===== config.mk =====
export PLATFORM = sky130hd
export DESIGN_NAME = iowdt_top
export DESIGN_NICKNAME = d
export VERILOG_FILES = /design/src/verilog/iowdt_pkg.sv /design/src/verilog/iowdt_top.sv
export SDC_FILE = /design/constraint.sdc
export NUM_CORES = 1
export LEC_CHECK = 0
export ABC_AREA = 1
export BUFFER_PORTS_ARGS = -buffer_cell sky130_fd_sc_hd__clkbuf_2
export CORE_MARGIN = 1.5
export CORE_UTILIZATION = 60
export CTS_BUF_LIST = sky130_fd_sc_hd__clkbuf_8
export CTS_CLUSTER_SIZE = 24
export DETAILED_ROUTE_END_ITERATION = 7
export PLACE_DENSITY = 0.82
export SLEW_MARGIN = 40
export SYNTH_ARGS = -nofsm -noshare
export SYNTH_HDL_FRONTEND = slang
export SYNTH_SLANG_ARGS = --single-unit

===== constraint.sdc =====
create_clock -name clk -period 1.7 [get_ports clk]
set_input_delay 0 -clock clk [delete_from_list [all_inputs] [get_ports clk]]
set_output_delay 0 -clock clk [all_outputs]
set_load 0.05 [all_outputs]

===== src/verilog/iowdt_pkg.sv =====
// constants for the I/O port watchdog timer
package iowdt_pkg;
    // ------------------------------------------------------------------
    // port addresses and data
    // ------------------------------------------------------------------
    localparam logic [15:0] DISARM_PORT  = 16'h0441;
    localparam logic [15:0] ARM_PORT     = 16'h0443;
    localparam int          TIMEOUT_LSB  = 0;
    localparam int          TIMEOUT_W    = 4;
    // ------------------------------------------------------------------
    // timing
    // ------------------------------------------------------------------
    localparam int          CLK_HZ       = 50000000;
    localparam int          STEP_SEC     = 8;
    localparam int          SEC_CYCLES   = CLK_HZ;
    localparam logic [3:0]  TIMEOUT_MAXV = 4'hF;
    localparam logic [6:0]  SEC_ZERO     = 7'h00;
    // ------------------------------------------------------------------
    // state
    // ------------------------------------------------------------------
    typedef enum logic [1:0] {
        IOWDT_IDLE  = 2'b00,
        IOWDT_COUNT = 2'b01,
        IOWDT_FIRED = 2'b11
    } iowdt_state_e;
endpackage


===== src/verilog/iowdt_top.sv =====
// watchdog timer controlled by two write-only I/O ports
`timescale 1ns/1ps
// Overview of operation
// - a write to the arm port enables and restarts the countdown
// - a write to the disarm port stops the watchdog, no expiry until rearmed
// - the data written to the disarm port is ignored
// - arm value F gives 0 s, each step down adds 8 s, 0 gives 120 s
// - reset or NMI action is chosen by the jumper, never by software
// - on timeout the selected action is asserted
// - jumper default selects system reset
// - clear-watchdog input clears an asserted NMI condition
module iowdt_top #(
    parameter int SEC_CYCLES = iowdt_pkg::SEC_CYCLES
) (
    input  wire logic        clk,
    input  wire logic        rst_n,
    input  wire logic        clkEn,
    input  wire logic        ioWrite,
    input  wire logic [15:0] ioAddr,
    input  wire logic [15:0] ioData,
    input  wire logic        expiryActionJumper,
    input  wire logic        clearWatchdog,
    output logic             wdtReset,
    output logic             wdtNmi,
    output logic             wdtArmed
);
    // ------------------------------------------------------------------
    // port decode
    // ------------------------------------------------------------------
    function automatic logic hit(input logic [15:0] a, input logic [15:0] p);
        hit = (a == p);
    endfunction

    logic armWr;
    logic disarmWr;
    logic [3:0] selVal;
    // only the address matters for disarm; data is never looked at
    assign armWr    = ioWrite && hit(ioAddr, iowdt_pkg::ARM_PORT);
    assign disarmWr = ioWrite && hit(ioAddr, iowdt_pkg::DISARM_PORT);
    assign selVal   = ioData[iowdt_pkg::TIMEOUT_LSB +: iowdt_pkg::TIMEOUT_W];

    // ------------------------------------------------------------------
    // countdown state
    // ------------------------------------------------------------------
    iowdt_pkg::iowdt_state_e state_r, state_nxt;
    logic [31:0] tick_r, tick_nxt;
    logic [6:0]  secLeft_r, secLeft_nxt;
    logic        nmi_r, nmi_nxt;
    logic        rst_r, rst_nxt;
    logic        expire;

    // expiry only when no arm or disarm write lands on the same edge: a kick or a
    // disarm that races the last tick must win, or software could lose
    assign expire = (state_r == iowdt_pkg::IOWDT_COUNT)
                    && (secLeft_r == iowdt_pkg::SEC_ZERO)
                    && !armWr && !disarmWr;

    // next values; one address is decoded per cycle, so arm and disarm
    // never meet
    always_comb
    begin
        state_nxt   = state_r;
        tick_nxt    = tick_r;
        secLeft_nxt = secLeft_r;
        // NMI is held until cleared; a set in the same cycle wins
        nmi_nxt     = (nmi_r && !clearWatchdog)
                      || (expire && expiryActionJumper);
        // reset is a one-cycle pulse; jumper low (default) means reset
        rst_nxt     = expire && !expiryActionJumper;
        case (state_r)
            iowdt_pkg::IOWDT_COUNT:
            begin
                if (secLeft_r == iowdt_pkg::SEC_ZERO)
                begin
                    if (expire)
                        state_nxt = iowdt_pkg::IOWDT_FIRED;
                end
                else if (tick_r == 32'(SEC_CYCLES - 1))
                begin
                    tick_nxt    = '0;
                    secLeft_nxt = secLeft_r - 7'h01;
                end
                else
                    tick_nxt = tick_r + 32'h1;
            end
            iowdt_pkg::IOWDT_IDLE,
            iowdt_pkg::IOWDT_FIRED:
                state_nxt = state_r;
            default:
                state_nxt = iowdt_pkg::IOWDT_IDLE;
        endcase
        if (armWr)
        begin
            // rearm restarts the full interval, so refresh kicks land here
            state_nxt   = iowdt_pkg::IOWDT_COUNT;
            tick_nxt    = '0;
            // F->0 s, 0->120 s
            secLeft_nxt = 7'((iowdt_pkg::TIMEOUT_MAXV - selVal)
                          * iowdt_pkg::STEP_SEC);
        end
        else if (disarmWr)
        begin
            state_nxt   = iowdt_pkg::IOWDT_IDLE;
            tick_nxt    = '0;
            secLeft_nxt = secLeft_r;
        end
    end

    // registers; clkEn freezes everything, but a low rst_n still clears them
    always_ff @(posedge clk)
    begin
        if (!rst_n)
        begin
            state_r   <= iowdt_pkg::IOWDT_IDLE;
            tick_r    <= '0;
            secLeft_r <= iowdt_pkg::SEC_ZERO;
            nmi_r     <= 1'b0;
            rst_r     <= 1'b0;
        end
        else if (clkEn)
        begin
            state_r   <= state_nxt;
            tick_r    <= tick_nxt;
            secLeft_r <= secLeft_nxt;
            nmi_r     <= nmi_nxt;
            rst_r     <= rst_nxt;
        end
    end

    assign wdtReset = rst_r;
    assign wdtNmi   = nmi_r;
    assign wdtArmed = (state_r == iowdt_pkg::IOWDT_COUNT);
endmodule // iowdt_top


==> flow_metrics.py, run 1 <==
metrics = {
    "drt": {
        "via_count": 3609,
        "drt.antenna.violating_nets": 0,
        "wire_per_inst_um": 13.3,
        "wl_um": 8990,
        "drt-initial-drc-count": 397,
        "vias_per_cell": 5.35,
        "drt_first_pass_iters": 5,
        "drc_errors": 0,
    },
    "power_and_ir_drop": {
        "ir_drop_mv": 0.360,
        "power_density_mw_per_mm2": 429,
        "leakage_uw": 0.00183,
    },
    "clocking": {
        "cts.sinks": 43,
        "cts_inserted_buffers": 5,
        "cts-root-buf": "clkbuf_8",
        "cts_max_level": 2,
        "clock_latency_ns": 0.30,
        "clk_path_buf_depth": 2,
        "cts.reportedPaths.clkPinSlew_ns": 0.07,
        "cts_tree": "done",
    },
    "global_routing": {
        "grt_max_degree": 29,
        "grt.overflow.total": 0,
        "grt_pass1_wl_um": 14200,
        "use_met3": 0.0556,
        "met2_usage": 0.586,
        "top_usage_layer": "met2",
        "met1_usage": 0.373,
        "antenna_found_initial": 0,
        "grtUsageTotal": 0.322,
        "grt_pass1_vias": 3306,
    },
    "synth": {
        "yosys-top-cells-area": "dfxtp_1 (27%), nand2_1 (16%), nor2_1 (10%)",
        "syn_avg_cell_area_sq_um": 5.99,
        "synth_flop_cell": "dfxtp_1",
        "postSynthCellCount": 526,
        "synth_commonest_cells": "nand2_1 (132), nor2_1 (88), inv_1 (75)",
        "yosys_warnings": 0,
        "seq_area_frac_synth": 0.273,
        "synth.net_count": 568,
        "yosysMostFrequentCell": "nand2_1",
        "async_reset_ff_frac": 0,
        "synth_cell_types": 36,
        "synth_top_area_frac": 0.273,
        "netlist_area_sq_mm": 0.00315,
        "synth_edf_count": 0,
        "ys_ff_latch": 43,
        "yosys.area.top_type": "dfxtp_1",
    },
    "floorplanning": {
        "die_area_sq_mm": 0.00569,
        "die_y_um": 75.5,
        "coreArea_sq_mm": 0.00507,
        "fp.dieW_um": 75.5,
        "initial_core_util": 0.621,
        "pin_count": 41,
        "num_rows": 26,
    },
    "worst_hold_path": {
        "hold_class": "in2reg",
    },
    "run_status": {
        "violations": "setup timing",
        "status": "finished, violations left",
    },
    "layout": {
        "antenna_cells": 0,
        "fin_nets": 647,
        "fillers": 391,
        "syn_to_final_growth_pct": 26.3,
        "layout-drive-gt1-share": 0.260,
        "final_util": 0.784,
    },
    "sta": {
        "skew_ns": 0.00792,
        "final.setup.tns_ns": -0.00729,
        "relSlewSlack": 0.580,
        "worstMarginPinSlew_ns": 0.630,
        "fin_crit_sh": 1.00,
        "hold_violations": 0,
        "setup_viol": 1,
        "fin_crit_ns": 1.71,
        "fin_hold_ws_ns": 0.0182,
        "rsz0062_at_grt": "true",
        "setup_ws_ns": -0.00729,
        "max_freq_mhz": 586,
        "slew_viol_final": 0,
    },
    "setup_path": {
        "path_max_fanout": 5,
        "cp.required_ns": 1.93,
        "r2r_setup_slack_ns": -0.007,
        "cp.arrival_ns": 1.94,
        "end_kind": "flip-flop",
        "critPathLaunchType": "flip-flop",
        "crit_type": "reg2reg",
    },
    "placement": {
        "gp_congestion": 0.954,
        "io_buffers": 28,
        "place_hpwl_um": 6540,
    },
    "job": {
        "drv_cap": 0,
    },
}
==> cells in the final DEF (no fill, tap or decap), types with 2 or more instances in the layout <==
cell type  instances
inv_2              4
nor2_2            13
buf_6              5
nor2_1            79
nor2_4             7
nor3_1             6
nand3_1           45
nor3_2             3
nand2_2            7
buf_4             47
ha_1               2
or2_2              2
o21ai_1            7
nor4_1             2
dfxtp_2            5
a21oi_1           22
nor3_4             2
a21oi_2            2
clkbuf_8           5
dfxtp_1           37
nand2_4            7
o21ai_0           19
nand4_1           14
nand3_2            8
nand3_4            2
inv_1             74
clkbuf_2          28
xor2_1             4
nand2_1          128
nand3b_1           4
inv_4              2
==> through the flow <==
step	power [uW]	setup slack (ns)	instances	area (sq um)
after global placement	1120	-0.00733	656	3620
after detailed placement	1120	-0.0866	656	3620
final	1710	-0.00729	674	3980
after CTS	1710	-0.00244	669	3810
after global routing	1760	-0.0699	674	3980
after floorplan	1080	0.110	526	3150
==> logic make-up after synthesis <==
kind of cell,count (synthesis),synth area share
simple gates,332,0.488
buf+inv,92,0.128
fa+ha+maj,4,0.0159
xor+xnor,4,0.0111
compound gates,51,0.0834
flops,43,0.273
==> state kept, by name, summed over array words and instances, names as in the netlist <==
name	flops
secLeft_r	7
state_r	2
tick_r	32
wdtNmi	1
wdtReset	1
==> power breakdown <==
| part | total, uW | internal (uW) | switching (uW) | leakage [uW] |
|---|---|---|---|---|
| clock network | 607 | 268 | 339 | 0.0000413 |
| registers | 1000 | 1000 | 0.00305 | 0.000350 |
| logic | 96.4 | 39.7 | 56.7 | 0.00144 |
==> worst max-delay path: stages (launching register included) <==
cell and delay [ns]:
dfxtp_4 0.37, ha_4 0.15, nand3_4 0.11, nor3_4 0.31, nand2_2 0.13, nor2_4 0.12
nand3_2 0.11, or2_0 0.23, a21oi_1 0.11
==> metal layers <==
metal,vias to the layer above,part of all wire
li1,1817,-
met1,1595,0.40
met2,161,0.50
met3,36,0.069
met4,0,0.035
met5,-,0
==> worst paths after layout <==
| check | start | end | cells after the start |
|---|---|---|---|
| worst max-delay path | tick_r[0] | tick_r[22] | 8 |
| worst min-delay path | expiryActionJumper | wdtNmi | 3 |
| worst max register to register | tick_r[0] | tick_r[22] | 8 |
| worst min register to register | wdtNmi | wdtNmi | 2 |
==> what timing repair did <==
action	CTS	global route
hold buffers	1	0
endpoints found under the setup margin	14	36
resized for setup	13	42
pin swaps	6	14
cloned	1	0
hold endpoints to repair	1	0
buffers inserted	5	5
==> area by class of cell <==
| class | instances | area, sq um | area share |
|---|---|---|---|
| multi-input cells | 392 | 2040 | 0.513 |
| flip-flops and latches | 43 | 871 | 0.219 |
| repair buffers | 83 | 594 | 0.149 |
| inverters | 80 | 313 | 0.0786 |
| well taps | 70 | 87.6 | 0.0220 |
| clock buffers | 5 | 68.8 | 0.0173 |
| clock inverters | 1 | 3.75 | 0.000943 |
Power figures use the tool's default switching activity.
==> inputs of run 2 (changes only) <==
ABC_AREA = unset   (was 1)
PLACE_DENSITY = 0.85   (was 0.82)
clock period = 2.2 ns   (was 1.7 ns; I/O delays follow)
==> run 2 against run 1 <==
Non-clock buffer count decreased by 39. Final area is 32% lower. Die area shrank 26%. The run now ends clean. Combinational power is 45% lower. Via count fell by 42%. Power shrank 17%.
==> flow_metrics.py, run 2 <==
metrics = {
    "synth": {
        "synth_top_area_frac": 0.375,
        "synth_cell_types": 43,
        "yosysMostFrequentCell": "dfxtp_1",
        "yosys-top-cells-area": "dfxtp_1 (37%), nor2_1 (6.9%), xnor2_1 (6.9%)",
        "yosys.area.top_type": "dfxtp_1",
        "synth_commonest_cells": "dfxtp_1 (43), nor2_1 (42), nand2_1 (24)",
        "ys_ff_latch": 43,
        "netlist_area_sq_mm": 0.00230,
        "yosys_warnings": 0,
        "seq_area_frac_synth": 0.375,
        "postSynthCellCount": 275,
        "synth_edf_count": 0,
        "synth_flop_cell": "dfxtp_1",
        "async_reset_ff_frac": 0,
        "syn_avg_cell_area_sq_um": 8.35,
        "synth.net_count": 317,
    },
    "sta": {
        "rsz0062_at_grt": "true",
        "relSlewSlack": 0.738,
        "setup_viol": 0,
        "fin_crit_ns": 2.00,
        "slew_viol_final": 0,
        "skew_ns": 0.00502,
        "fin_crit_sh": 0.911,
        "max_freq_mhz": 499,
        "worstMarginPinSlew_ns": 0.392,
        "setup_ws_ns": 0.196,
        "hold_violations": 0,
    },
    "setup_path": {
        "crit_type": "reg2reg",
        "critPathLaunchType": "flip-flop",
        "crit_slowest_cell": "dfxtp_1",
        "slowest_delay_ns": 0.38,
        "crit_chain": "inv_1, ha_1, a31oi_1, o21ai_0, buf_4, nor4_1, xnor2_1, nor2_1",
        "rr_worst_depth": 8,
        "path_max_fanout": 11,
        "reg2reg_from": "secLeft_r[0]",
        "end_kind": "flip-flop",
        "r2r_setup_slack_ns": 0.20,
        "cp.required_ns": 2.39,
        "cp.arrival_ns": 2.20,
        "rr_endpoint": "tick_r[28]",
        "critical_path.startpoint": "secLeft_r[0]",
    },
    "layout": {
        "top_regs": "tick_r x32, secLeft_r x7, state_r x2",
        "syn_to_final_growth_pct": 18.5,
        "final_cell_mix": "dfxtp_1 (43), nor2_1 (42), clkbuf_2 (28)",
        "largest_reg_flops": 32,
        "layout-drive-gt1-share": 0.199,
        "antenna_cells": 0,
        "stdcell_area_sq_mm": 0.00272,
        "final_util": 0.744,
        "fin_nets": 358,
        "fillers": 265,
        "regMostFlops": "tick_r",
        "mostFrequentLayoutCell": "dfxtp_1",
    },
    "drt": {
        "drc_errors": 0,
        "via_count": 2093,
        "vias_per_cell": 5.75,
        "drt.antenna.violating_nets": 0,
        "wl_um": 4970,
        "drt-initial-drc-count": 102,
        "wire_per_inst_um": 13.6,
        "drt_first_pass_iters": 4,
    },
    "clocking": {
        "cts.reportedPaths.clkPinSlew_ns": 0.08,
        "cts-root-buf": "clkbuf_8",
        "clock_latency_ns": 0.30,
        "cts_tree": "done",
        "cts.sinks": 43,
        "clk_path_buf_depth": 2,
        "cts_max_level": 2,
        "cts_inserted_buffers": 5,
    },
    "job": {
        "drv_cap": 0,
    },
    "floorplanning": {
        "fp.dieW_um": 64.9,
        "die_y_um": 64.9,
        "coreArea_sq_mm": 0.00366,
        "initial_core_util": 0.627,
        "pin_count": 41,
        "die_area_sq_mm": 0.00421,
        "num_rows": 22,
    },
    "placement": {
        "io_buffers": 28,
        "place_hpwl_um": 3540,
        "pre_cts_ws_ns": -0.0347,
        "dpl_cell_area_sq_mm": 0.00259,
        "gp_congestion": 0.813,
    },
    "power_and_ir_drop": {
        "ir_drop_mv": 0.460,
        "leakage_uw": 0.00107,
        "finalPower_uw": 1420,
        "power_density_mw_per_mm2": 523,
    },
    "global_routing": {
        "antenna_found_initial": 0,
        "grt_pass1_wl_um": 8310,
        "grt_max_degree": 32,
        "grtUsageTotal": 0.250,
        "grt_pass1_vias": 1869,
        "grt.overflow.total": 0,
    },
    "worst_hold_path": {
        "worstHoldStart": "expiryActionJumper",
        "hold_path_end": "wdtNmi",
        "hold_class": "in2reg",
        "holdPathStages": 3,
    },
    "run_status": {
        "status": "finished, final reports clean",
    },
}
run 2: critical path, delay by kind of cell, from the launching register on:
kind                       cells  cell delay, ns
AOI/OAI and AO/OA              2            0.44
and+or+nand+nor                2            0.39
DFF                            1            0.38
buffers and inverters          2            0.27
adders and majority gates      1            0.24
xor gates and xnor gates       1            0.17
run 2: how the worst max path moves through the flow:
stage | end | cells after the start
global placement | tick_r[21] | 8
finish | tick_r[28] | 8
detailed placement | tick_r[21] | 8
CTS | secLeft_r[6] | 8
floorplan | tick_r[0] | 9
global route | tick_r[28] | 6
run 2: cell families after synthesis:
group / synth area share
adders and majority gates: 0.0218
muxes: 0.0142
and+or+nand+nor: 0.328
buffers and inverters: 0.0376
DFF: 0.375
AOI/OAI and AO/OA: 0.109
xor gates and xnor gates: 0.114
run 2: routing by layer:
layer	part of all wire	wire, um	track usage
met1	0.48	2390	0.351
met2	0.47	2350	0.390
met3	0.036	180	0.0469
met4	0.0091	45	0.0718
met5	0	0	0
run 2: repair_timing:
action / 4_1_cts / 5_1_grt
resized for setup: 0 / 4
buffers inserted: 0 / 0
hold buffers: 1 / 0
setup endpoints to repair: 0 / 11
endpoints found under the hold margin: 1 / 0
run 2: area by class of cell:
class	instances	area [sq um]	area share
Timing Repair Buffer	44	288	0.106
Tap cell	48	60.1	0.0221
Multi-Input combinational cell	212	1370	0.505
Inverter	10	37.5	0.0138
Clock inverter	2	33.8	0.0124
Sequential cell	43	861	0.316
Clock buffer	5	68.8	0.0253
run 2: power by group:
| group | internal, uW | leakage (uW) | total, uW | switching, uW |
|---|---|---|---|---|
| clock | 328 | 0.0000554 | 593 | 265 |
| sequential | 777 | 0.000346 | 777 | 0.000713 |
| combinational | 26.1 | 0.000664 | 53.0 | 26.9 |
run 2: stage by stage:
stage	cells	hold slack [ns]	TNS (ns)
after floorplan	275	0.154	-1.29
after global placement	356	0.287	0
after detailed placement	356	0.303	-0.0347
after CTS	364	0.0141	0
after global routing	364	0.0602	0
final	364	0.0261	0
